<file path="config.mk">
export PLATFORM = sky130hd
export DESIGN_NAME = dgpwm_top
export DESIGN_NICKNAME = d
export VERILOG_FILES = /design/src/logic/dgpwm_pkg.sv /design/src/logic/dgpwm_cfg_if.sv /design/src/logic/dgpwm_gen.sv /design/src/logic/dgpwm_top.sv
export SDC_FILE = /design/constraint.sdc
export NUM_CORES = 2
export LEC_CHECK = 0
export BUFFER_PORTS_ARGS = -buffer_cell sky130_fd_sc_hd__buf_2
export CAP_MARGIN = 20
export CORE_MARGIN = 1
export CORE_UTILIZATION = 30
export CTS_CLUSTER_DIAMETER = 30
export DETAILED_ROUTE_END_ITERATION = 8
export PLACE_DENSITY = 0.47
export SETUP_SLACK_MARGIN = 0.3
export SLEW_MARGIN = 10
export SYNTH_ARGS = -nofsm -noshare
export SYNTH_HDL_FRONTEND = slang
export SYNTH_SLANG_ARGS = --single-unit
</file>
<file path="constraint.sdc">
create_clock -name sys_clk -period 8.1 [get_ports sys_clk]
set_input_delay 1.215 -clock sys_clk [delete_from_list [all_inputs] [get_ports sys_clk]]
set_output_delay 1.215 -clock sys_clk [all_outputs]
set_load 0.02 [all_outputs]
</file>
<file path="src/logic/dgpwm_pkg.sv">
package dgpwm_pkg;
    // ----------------------------------------
    // sizes
    // ----------------------------------------
    localparam int NUM_GEN = 2;
    localparam int NUM_OUT = 4;
    localparam int CNT_W   = 32;

    // ----------------------------------------
    // register byte offsets
    // ----------------------------------------
    localparam logic [11:0] OFS_GEN_MODE  = 12'h000;
    localparam logic [11:0] OFS_GEN_MASK  = 12'h004;
    localparam logic [11:0] OFS_PERIOD    = 12'h008;
    localparam logic [11:0] OFS_OUT_MASK  = 12'h00c;
    localparam logic [11:0] OFS_WIDTH     = 12'h010;
    localparam logic [11:0] OFS_INVERT    = 12'h014;
    localparam logic [11:0] OFS_START     = 12'h018;
    localparam logic [11:0] OFS_STOP      = 12'h01c;
    localparam logic [11:0] OFS_DOUT      = 12'h020;
    localparam logic [11:0] OFS_STATUS    = 12'h024;
    localparam logic [11:0] OFS_IRQ_TRIG  = 12'h028;
    localparam logic [11:0] OFS_RISE_GRD  = 12'h02c;
    localparam logic [11:0] OFS_FALL_GRD  = 12'h030;
    localparam logic [11:0] OFS_GEN_STATE = 12'h034;

    // ----------------------------------------
    // generator mode field encodings
    // ----------------------------------------
    localparam logic [31:0] MODE_COUNT_DOWN_ONLY    = 32'h0000_0000;
    localparam logic [31:0] MODE_COUNT_UP_THEN_DOWN = 32'h0000_0002;
    localparam logic [31:0] MODE_DEFERRED_UPDATE    = 32'h0000_0038;
    localparam logic [31:0] MODE_INSTANT_UPDATE     = 32'h0000_0000;
    localparam int          MODE_UPDN_BIT           = 1;
    localparam int          MODE_DEFER_LSB          = 3;
    localparam logic [2:0]  MODE_DEFER_FIELD        = 3'h7;

    // ----------------------------------------
    // reset values
    // ----------------------------------------
    localparam logic [31:0] RST_PERIOD = 32'h0000_ffff;
    localparam logic [31:0] RST_WIDTH  = 32'h0000_0000;
endpackage

</file>
<file path="src/logic/dgpwm_cfg_if.sv">
`timescale 1ns/1ps
// ----------------------------------------
// configuration path from register file to one generator
// ----------------------------------------
interface dgpwm_cfg_if;
    logic        up_down;
    logic        deferred;
    logic        run;
    logic [31:0] period;
    logic [31:0] width0;
    logic [31:0] width1;
    logic        up_dn_dir;
    logic [1:0]  wave;
    modport ctrl (output up_down, output deferred, output run, output period,
                  output width0, output width1, input up_dn_dir, input wave);
    modport gen  (input up_down, input deferred, input run, input period,
                  input width0, input width1, output up_dn_dir, output wave);
endinterface

</file>
<file path="src/logic/dgpwm_gen.sv">
`timescale 1ns/1ps
// ----------------------------------------
// one generator block: one counter, two outputs
// ----------------------------------------
module dgpwm_gen
    import dgpwm_pkg::*;
(
    input  wire logic sys_clk,
    input  wire logic sys_rst,
    dgpwm_cfg_if.gen  cfg
);
    typedef struct packed {
        logic [31:0] count;
        logic        dir_up;
        logic [31:0] period;
        logic [31:0] width0;
        logic [31:0] width1;
        logic [1:0]  wave;
    } dgpwm_gen_t;

    dgpwm_gen_t st_reg;
    dgpwm_gen_t st_next;
    logic       reload;

    // counter, shadow load and compare
    always_comb begin
        st_next = st_reg;
        reload  = 1'b0;
        if (!cfg.run) begin
            st_next.count  = '0;
            st_next.dir_up = 1'b1;
            reload         = 1'b1;
        end else if (cfg.up_down) begin
            // triangle counting gives centred pulses
            if (st_reg.dir_up) begin
                if (st_reg.count >= st_reg.period - 32'h0000_0001) begin
                    st_next.dir_up = 1'b0;
                    st_next.count  = st_reg.count - 32'h0000_0001;
                end else begin
                    st_next.count = st_reg.count + 32'h0000_0001;
                end
            end else if (st_reg.count == '0) begin
                st_next.dir_up = 1'b1;
                st_next.count  = 32'h0000_0001;
                reload         = 1'b1;
            end else begin
                st_next.count = st_reg.count - 32'h0000_0001;
            end
        end else begin
            st_next.dir_up = 1'b0;
            if (st_reg.count == '0) begin
                st_next.count = cfg.period - 32'h0000_0001;
                reload        = 1'b1;
            end else begin
                st_next.count = st_reg.count - 32'h0000_0001;
            end
        end
        // deferred vs instant update
        if (!cfg.deferred || reload) begin
            st_next.period = cfg.period;
            st_next.width0 = cfg.width0;
            st_next.width1 = cfg.width1;
        end
        // both outputs from the single counter
        st_next.wave[0] = cfg.run && (st_next.count < st_next.width0);
        st_next.wave[1] = cfg.run && (st_next.count < st_next.width1);
    end

    // state register
    always_ff @(posedge sys_clk) begin
        if (sys_rst) begin
            st_reg <= '{count: 32'h0000_0000, dir_up: 1'b1, period: RST_PERIOD,
                        width0: RST_WIDTH, width1: RST_WIDTH, wave: 2'h0};
        end else begin
            st_reg <= st_next;
        end
    end

    assign cfg.up_dn_dir = st_reg.dir_up;
    assign cfg.wave      = st_reg.wave;
endmodule // dgpwm_gen

</file>
<file path="src/logic/dgpwm_top.sv">
// The register addresses and the APB register port were decided locally.
`timescale 1ns/1ps
module dgpwm_top
    import dgpwm_pkg::*;
(
    input  wire logic        sys_clk,
    input  wire logic        sys_rst,
    input  wire logic        psel,
    input  wire logic        penable,
    input  wire logic        pwrite,
    input  wire logic [11:0] paddr,
    input  wire logic [31:0] pwdata,
    output logic      [31:0] prdata,
    output logic             pready,
    output logic             pslverr,
    output logic      [3:0]  isolated_line_out
);
    // ----------------------------------------
    // register state
    // ----------------------------------------
    typedef struct packed {
        logic [NUM_GEN-1:0][31:0] gen_mode;
        logic [NUM_GEN-1:0][31:0] period;
        logic [NUM_OUT-1:0][31:0] width;
        logic [NUM_GEN-1:0]       generator_mask;
        logic [NUM_OUT-1:0]       output_mask;
        logic [NUM_OUT-1:0]       invert_outputs;
        logic [NUM_OUT-1:0]       pwm_sel;
        logic [NUM_OUT-1:0]       dout;
        logic [31:0]              irq_trigger_select;
        logic [31:0]              rise_guard_time;
        logic [31:0]              fall_guard_time;
        logic [31:0]              rdata;
        logic [3:0]               line;
    } dgpwm_regs_t;

    dgpwm_regs_t         r_reg;
    dgpwm_regs_t         r_next;
    logic                wr_en;
    logic                rd_en;
    logic                addr_ok;
    logic [NUM_OUT-1:0]  wave_all;
    logic [NUM_GEN-1:0]  gen_run;
    logic [NUM_GEN-1:0]  gen_dir;

    // ----------------------------------------
    // generators
    // ----------------------------------------
    genvar g;
    generate
        for (g = 0; g < NUM_GEN; g++) begin : gen_blk
            dgpwm_cfg_if cfg_if ();
            // generator runs while either of its lines is started
            assign gen_run[g]      = |r_reg.pwm_sel[2*g +: 2];
            assign cfg_if.run      = gen_run[g];
            assign cfg_if.up_down  = r_reg.gen_mode[g][MODE_UPDN_BIT];
            assign cfg_if.deferred = r_reg.gen_mode[g][MODE_DEFER_LSB +: 3] == MODE_DEFER_FIELD;
            assign cfg_if.period   = r_reg.period[g];
            assign cfg_if.width0   = r_reg.width[2*g];
            assign cfg_if.width1   = r_reg.width[2*g+1];
            assign wave_all[2*g +: 2] = cfg_if.wave;
            assign gen_dir[g]      = cfg_if.up_dn_dir;
            dgpwm_gen dgpwm_gen_i (
                .sys_clk (sys_clk),
                .sys_rst (sys_rst),
                .cfg     (cfg_if.gen)
            );
        end
    endgenerate

    // ----------------------------------------
    // apb decode
    // ----------------------------------------
    always_comb begin
        case (paddr)
            OFS_GEN_MODE, OFS_GEN_MASK, OFS_PERIOD, OFS_OUT_MASK, OFS_WIDTH,
            OFS_INVERT, OFS_START, OFS_STOP, OFS_DOUT, OFS_STATUS,
            OFS_IRQ_TRIG, OFS_RISE_GRD, OFS_FALL_GRD, OFS_GEN_STATE: addr_ok = 1'b1;
            default: addr_ok = 1'b0;
        endcase
    end

    assign wr_en   = psel && penable && pwrite && addr_ok;
    assign rd_en   = psel && !penable && !pwrite;
    assign pready  = 1'b1;
    assign pslverr = psel && penable && !addr_ok;

    // ----------------------------------------
    // register writes, reads and line mux
    // ----------------------------------------
    always_comb begin
        r_next = r_reg;
        if (wr_en) begin
            case (paddr)
                OFS_GEN_MODE: begin
                    for (int i = 0; i < NUM_GEN; i++) begin
                        if (r_reg.generator_mask[i]) r_next.gen_mode[i] = pwdata;
                    end
                end
                OFS_GEN_MASK: r_next.generator_mask = pwdata[NUM_GEN-1:0];
                OFS_PERIOD: begin
                    for (int i = 0; i < NUM_GEN; i++) begin
                        if (r_reg.generator_mask[i]) r_next.period[i] = pwdata;
                    end
                end
                OFS_OUT_MASK: r_next.output_mask = pwdata[NUM_OUT-1:0];
                OFS_WIDTH: begin
                    for (int i = 0; i < NUM_OUT; i++) begin
                        if (r_reg.output_mask[i]) r_next.width[i] = pwdata;
                    end
                end
                OFS_INVERT: r_next.invert_outputs = pwdata[NUM_OUT-1:0];
                OFS_START: r_next.pwm_sel = r_reg.pwm_sel | pwdata[NUM_OUT-1:0];
                OFS_STOP:  r_next.pwm_sel = r_reg.pwm_sel & ~pwdata[NUM_OUT-1:0];
                OFS_DOUT:  r_next.dout = pwdata[NUM_OUT-1:0];
                OFS_IRQ_TRIG: r_next.irq_trigger_select = pwdata;
                OFS_RISE_GRD: r_next.rise_guard_time = pwdata;
                OFS_FALL_GRD: r_next.fall_guard_time = pwdata;
                default: ;
            endcase
        end
        // read data captured in setup phase, valid in access phase
        if (rd_en) begin
            case (paddr)
                OFS_GEN_MODE:  r_next.rdata = r_reg.gen_mode[0];
                OFS_GEN_MASK:  r_next.rdata = {30'h0, r_reg.generator_mask};
                OFS_PERIOD:    r_next.rdata = r_reg.period[0];
                OFS_OUT_MASK:  r_next.rdata = {28'h0, r_reg.output_mask};
                OFS_WIDTH:     r_next.rdata = r_reg.width[0];
                OFS_INVERT:    r_next.rdata = {28'h0, r_reg.invert_outputs};
                OFS_DOUT:      r_next.rdata = {28'h0, r_reg.dout};
                OFS_STATUS:    r_next.rdata = {20'h0, r_reg.line, wave_all, r_reg.pwm_sel};
                OFS_IRQ_TRIG:  r_next.rdata = r_reg.irq_trigger_select;
                OFS_RISE_GRD:  r_next.rdata = r_reg.rise_guard_time;
                OFS_FALL_GRD:  r_next.rdata = r_reg.fall_guard_time;
                OFS_GEN_STATE: r_next.rdata = {28'h0, gen_dir, gen_run};
                default:       r_next.rdata = 32'h0000_0000;
            endcase
        end
        // lines 0-3 carry waveform or plain value
        for (int i = 0; i < NUM_OUT; i++) begin
            r_next.line[i] = r_reg.pwm_sel[i] ? (wave_all[i] ^ r_reg.invert_outputs[i])
                                              : r_reg.dout[i];
        end
    end

    // state register
    always_ff @(posedge sys_clk) begin
        if (sys_rst) begin
            r_reg <= '{gen_mode: '0, period: {NUM_GEN{RST_PERIOD}}, width: {NUM_OUT{RST_WIDTH}},
                       generator_mask: '0, output_mask: '0, invert_outputs: '0, pwm_sel: '0,
                       dout: '0, irq_trigger_select: '0, rise_guard_time: '0,
                       fall_guard_time: '0, rdata: '0, line: '0};
        end else begin
            r_reg <= r_next;
        end
    end

    assign prdata            = r_reg.rdata;
    assign isolated_line_out = r_reg.line;
endmodule // dgpwm_top

</file>
After elaboration in Yosys (flattened, before gate mapping)
Memory sizes are Yosys's and may differ from the RTL's.
Cells that the tools add are included.

word-level totals
  bits in registers = 642
  bits in read-only memories = 64
  bits of input ports = 49
  output and inout port bits = 38
  word-level logic and storage cells = 142
  memories = 1

operators by class
  add/sub/neg operators = 8
  magnitude comparators = 6
  equal/unequal tests = 15
  mux-type cells = 31
  bitwise gates (word level) = 9
  reduce and logical (&&, ||, !) cells = 42

memory list
  memory           depth  bits a word  rd ports  clocked after memory_dff  write ports  line             text
  (no name shown)  64     1            1         0                         0            dgpwm_top.sv:75  case (paddr)

operators by type and width
  operator                                            number
  case mux 32 bit (12 select lines)                   1
  2-to-1 mux 33 bit                                   6
  2-to-1 mux 32 bit                                   6
  subtractor 32 x 1 -> 32 bit, second input constant  6
  less-than comparator 32 bit                         4
  2-to-1 mux 64 bit                                   2
  == test 12 x 6 -> 1 bit, second input constant      6
  adder 32 x 1 -> 32 bit, second input constant       2
  >= comparator 32 bit                                2
  logical NOT 32 bit                                  2
  == test 12 x 5 -> 1 bit, second input constant      4
  == test 12 x 4 -> 1 bit, second input constant      2
  AND reduction 3 bit                                 8
  AND reduction 2 bit                                 8
  2-to-1 mux 1 bit                                    15
  == test 12 x 3 -> 1 bit, second input constant      1
  logical NOT 12 bit                                  1
  logical AND 1 bit                                   10
  case mux 4 bit (2 select lines)                     1
  OR reduction 2 bit                                  4
  == test 3 bit, second input constant                2
  logical NOT 6 bit                                   1
  logical NOT 1 bit                                   5
  AND 4 bit                                           1
  6 further kinds                                     11

Depth between registers and ports, before layout
  word-level depth = 9
  gate-level depth with buffers = 28
  depth with buffers taken out = 27

Cells and area by module
A second synthesis with hierarchy kept.

second synthesis, totals
  cells, all modules = 4403
  area, all modules = 34993.6 µm²

by module, submodules not included
  module                               times used  cells each  area an instance (µm²)  sequential area each (µm²)
  dgpwm_top                            1           1924        15314.7                 7567.3
  dgpwm_gen at gen_blk[0].dgpwm_gen_i  1           1242        9872.0                  2622.5
  dgpwm_gen at gen_blk[1].dgpwm_gen_i  1           1237        9806.9                  2622.5

Worst setup path after synthesis
OpenSTA, ideal clock, no wires.

  kind = register to register
  start = register gen_blk[0].dgpwm_gen_i.st_reg[76] in the netlist's numbering
  end = register gen_blk[0].dgpwm_gen_i.st_reg (netlist bit gen_blk[0].dgpwm_gen_i.cfg.wave[0])
  setup time = 0.115 ns
  data arrival time = 6.069 ns
  data required time = 7.985 ns
  slack = 1.917 ns
  cell stages (with the launch flop) = 27
  path buffers = 1
  clock period less this slack = 6.183 ns
  path through = dfxtp_1 or4_1 nor4_1 nand2b_1 nor3_1 nand3b_1 nor3_1 xnor2_1 ha_1 a211oi_1 nor2_1 nor3_1 nand3_1 a21oi_1 buf_2 mux2i_1 xnor2_1 a211oi_1 ha_1 a21oi_1 nor2_1 a2111oi_0 nor2_1 o31a_1 nor3_1 o21ai_0 a2111oi_0

RTL lines
  item                    line             text
  from (decl)             dgpwm_gen.sv:21  dgpwm_gen_t st_reg;
  from (signal assigned)  dgpwm_gen.sv:72  st_reg <= '{count: 32'h0000_0000, dir_up: 1'b1, period: RST_PERIOD,
  from (signal assigned)  dgpwm_gen.sv:75  st_reg <= st_next;

==> impl_metrics.json <==
{
  "ir_worst_vdd_mv": 0.188,
  "power-per-cell-area_mw_per_mm2": 248,
  "netSwitchingFraction_pct": 22.3,
  "clockRootBuffer": "clkbuf_16",
  "maxSlewHeadroom_pct": 18.1,
  "critPathCaptureType": "flop",
  "routedWlPerCell_um": 21.1,
  "syn_to_final_growth_pct": 22.1,
  "yosys_register_bits": 640,
  "final_cell_mix": "nand2_1, dfxtp_1, a21oi_1, nor2_1, ha_1",
  "cap_violations": 0,
  "r2r-end": "gen_blk[1].dgpwm_gen_i.cfg.wave[0]",
  "required_ns": 8.78,
  "finalMaxSlewViolations": 0,
  "crit_type": "reg2reg",
  "seqPwrFrac_pct": 30.8,
  "cts_made_buffers": 172,
  "synth_top_flop_cell": "dfxtp_1",
  "die_h_um": 339,
  "crit_start": "gen_blk[1].dgpwm_gen_i.st_reg[71]",
  "synthCells": 4322,
  "syn_area_per_cell_um2": 7.88,
  "num_rows": 123,
  "drc": 0,
  "cts_resized": 0,
  "io_pins": 87,
  "start_util_pct": 30.3,
  "fin_crit_sh_pct": 90.2,
  "yosysSeqAreaShare_pct": 37.6,
  "syn_nets": 4567,
  "cp_slowest_cell": "a2111oi_1",
  "clk_latency_ns": 0.77,
  "drt_wl_total_um": 126000,
  "die_area_mm2": 0.115,
  "fin_nets": 4538,
  "critPathLaunchType": "flop",
  "leakage_nw": 16.0,
  "gp_congestion": 0.920,
  "clk_pin_slew_ns": 0.04,
  "synth_async_sr_flop_share_pct": 0,
  "power_frac_clock_pct": 67.6,
  "placed_cells": 5617,
  "fin_cells": 5938,
  "fmax_mhz": 137,
  "setup_viol": 0,
  "final_common_cell": "nand2_1",
  "firstDrtPassIters": 8,
  "p_comb_share_pct": 1.6,
  "switchingPower_w": 0.00230,
  "hpwl_um": 87800,
  "drt_iter0_drc": 2734,
  "total_power_w": 0.0103,
  "cp_max_fo": 9,
  "crit_end": "gen_blk[1].dgpwm_gen_i.cfg.wave[0]",
  "fin_setup_tns_ns": 0,
  "postRouteAntennaNets": 0,
  "final.min_clock_period_ns": 7.31,
  "cts_hold_buf": 0,
  "r2r-start": "gen_blk[1].dgpwm_gen_i.st_reg[71]",
  "ff2ff_path_depth": 25,
  "largest_reg_flops": 256,
  "clockBufferDepth": 3,
  "dr_total_vias": 31481,
  "finClkSkew_ns": 0.0489,
  "numClockSinks": 640,
  "arrival_ns": 7.99,
  "avgViaCountPerCell": 5.30,
  "synth_edf_count": 0,
  "cpMostUsedCell": "nor3_1",
  "grt_pass1_wl_um": 191000,
  "worstMarginPinSlew_ns": 1.22,
  "overflow": 0,
  "yosysWarnings": 0,
  "status": "completed",
  "chipWidth_um": 339,
  "hold_class": "reg2reg",
  "grt_max_degree": 188,
  "reg2reg_setup_slack_ns": 0.79,
  "drive_gt1_share_pct": 10.9,
  "antenna_found_initial": 7,
  "grt_pass1_vias": 30066,
  "max_stage_delay_ns": 0.53,
  "ys_types": 76,
  "grtUsageTotal_pct": 21.4,
  "internal_power_w": 0.00801,
  "rsz0062_at_grt": "true",
  "synth_area_mm2": 0.0341,
  "hold_violations": 0,
  "cts_tree": "yes",
  "core_area_mm2": 0.112,
  "post-cts-setup-buffers": 0,
  "hold_path_startpoint": "r_reg[45]",
  "port-buffer-count": 85,
  "htree_num_levels": 4
}
worst max-delay path, delay by kind of cell, from the launching register on:
kind | cells | cell delay [ns]
adder cells (fa/ha/maj) | 2 | 0.64
AND/OR/NAND/NOR | 11 | 3.25
XOR/XNOR | 1 | 0.11
AO/OA/AOI/OAI | 11 | 2.88
flip-flops | 1 | 0.35
cells in the mapped netlist (23+ instances only):
master | number | share of area (%)
nor2_1 | 356 | 3.9
a211oi_1 | 34 | 0.75
nor3_1 | 114 | 1.7
inv_1 | 28 | 0.31
and3_1 | 31 | 0.57
a21oi_1 | 435 | 6.4
nand2_1 | 923 | 10
a21o_1 | 40 | 0.88
nand4_1 | 58 | 1.1
o21ai_0 | 91 | 1.3
or4_1 | 34 | 0.75
nand3_1 | 140 | 2.1
nand2b_1 | 25 | 0.46
buf_4 | 37 | 0.82
mux2i_1 | 172 | 5.1
a221oi_1 | 50 | 1.3
xor2_1 | 82 | 2.1
clkbuf_1 | 286 | 3.2
ha_1 | 196 | 7.2
or3_1 | 28 | 0.51
dfxtp_1 | 640 | 38
and2_1 | 26 | 0.48
a22oi_1 | 46 | 1.0
nor4_1 | 53 | 0.97
o211ai_1 | 23 | 0.51
a31oi_1 | 35 | 0.64
xnor2_1 | 111 | 2.9
how the worst min path moves through the flow:
stage                       endpoint  slack, ns  cells after the start
after detailed placement   r_reg[45]       0.44                      2
after global placement     r_reg[64]       0.44                      2
after floorplan            r_reg[40]       0.43                      2
after global routing      r_reg[126]       0.47                      2
after CTS                  r_reg[45]       0.45                      2
final                      r_reg[45]       0.45                      2
through the flow:
step                area, um^2  utilization (%)  hold WS (ns)  setup WS (ns)
floorplan                34100                -         0.431           1.92
global placement         35500             31.5         0.438          0.844
detailed placement       35500             31.5         0.445          0.785
CTS                      41500             36.9         0.449          0.720
global route             41600             37.0         0.467          0.219
finish                   41600             37.0         0.446          0.792
logic make-up after synthesis:
family          share of synthesized area, %
flops                                   37.6
simple gates                            24.2
other cells                           0.0110
buf+inv                                 4.80
xor+xnor                                4.96
fa+ha+maj                               7.20
mux                                     5.22
compound gates                          15.9
routing by layer:
metal / wire, um / vias to the layer above / GRT usage [%]
li1: - / 15164 / -
met1: 60300 / 15128 / 30.3
met3: 7990 / 196 / 4.03
met4: 3070 / 2 / 7.01
met2: 54200 / 991 / 32.3
met5: 13 / - / 0
final cells by class:
cell class | count | area (um^2)
antenna | 4 | 10.0
clock buffer | 254 | 5080
clock inverter | 61 | 997
fill | 11644 | 70900
inverter | 28 | 106
multi-input combinational | 3300 | 19700
sequential | 640 | 12800
tap | 1500 | 1880
timing repair buffer | 151 | 953
power by group through the flow:
stage	Sequential, W	Combinational (W)	Clock (W)
floorplan	0.00323	0.000101	0
global placement	0.00323	0.000167	0
detailed placement	0.00323	0.000166	0
CTS	0.00318	0.000167	0.00706
global route	0.00317	0.000175	0.00725
finish	0.00318	0.000166	0.00696
Note: power is estimated with default switching activity, not from simulation.
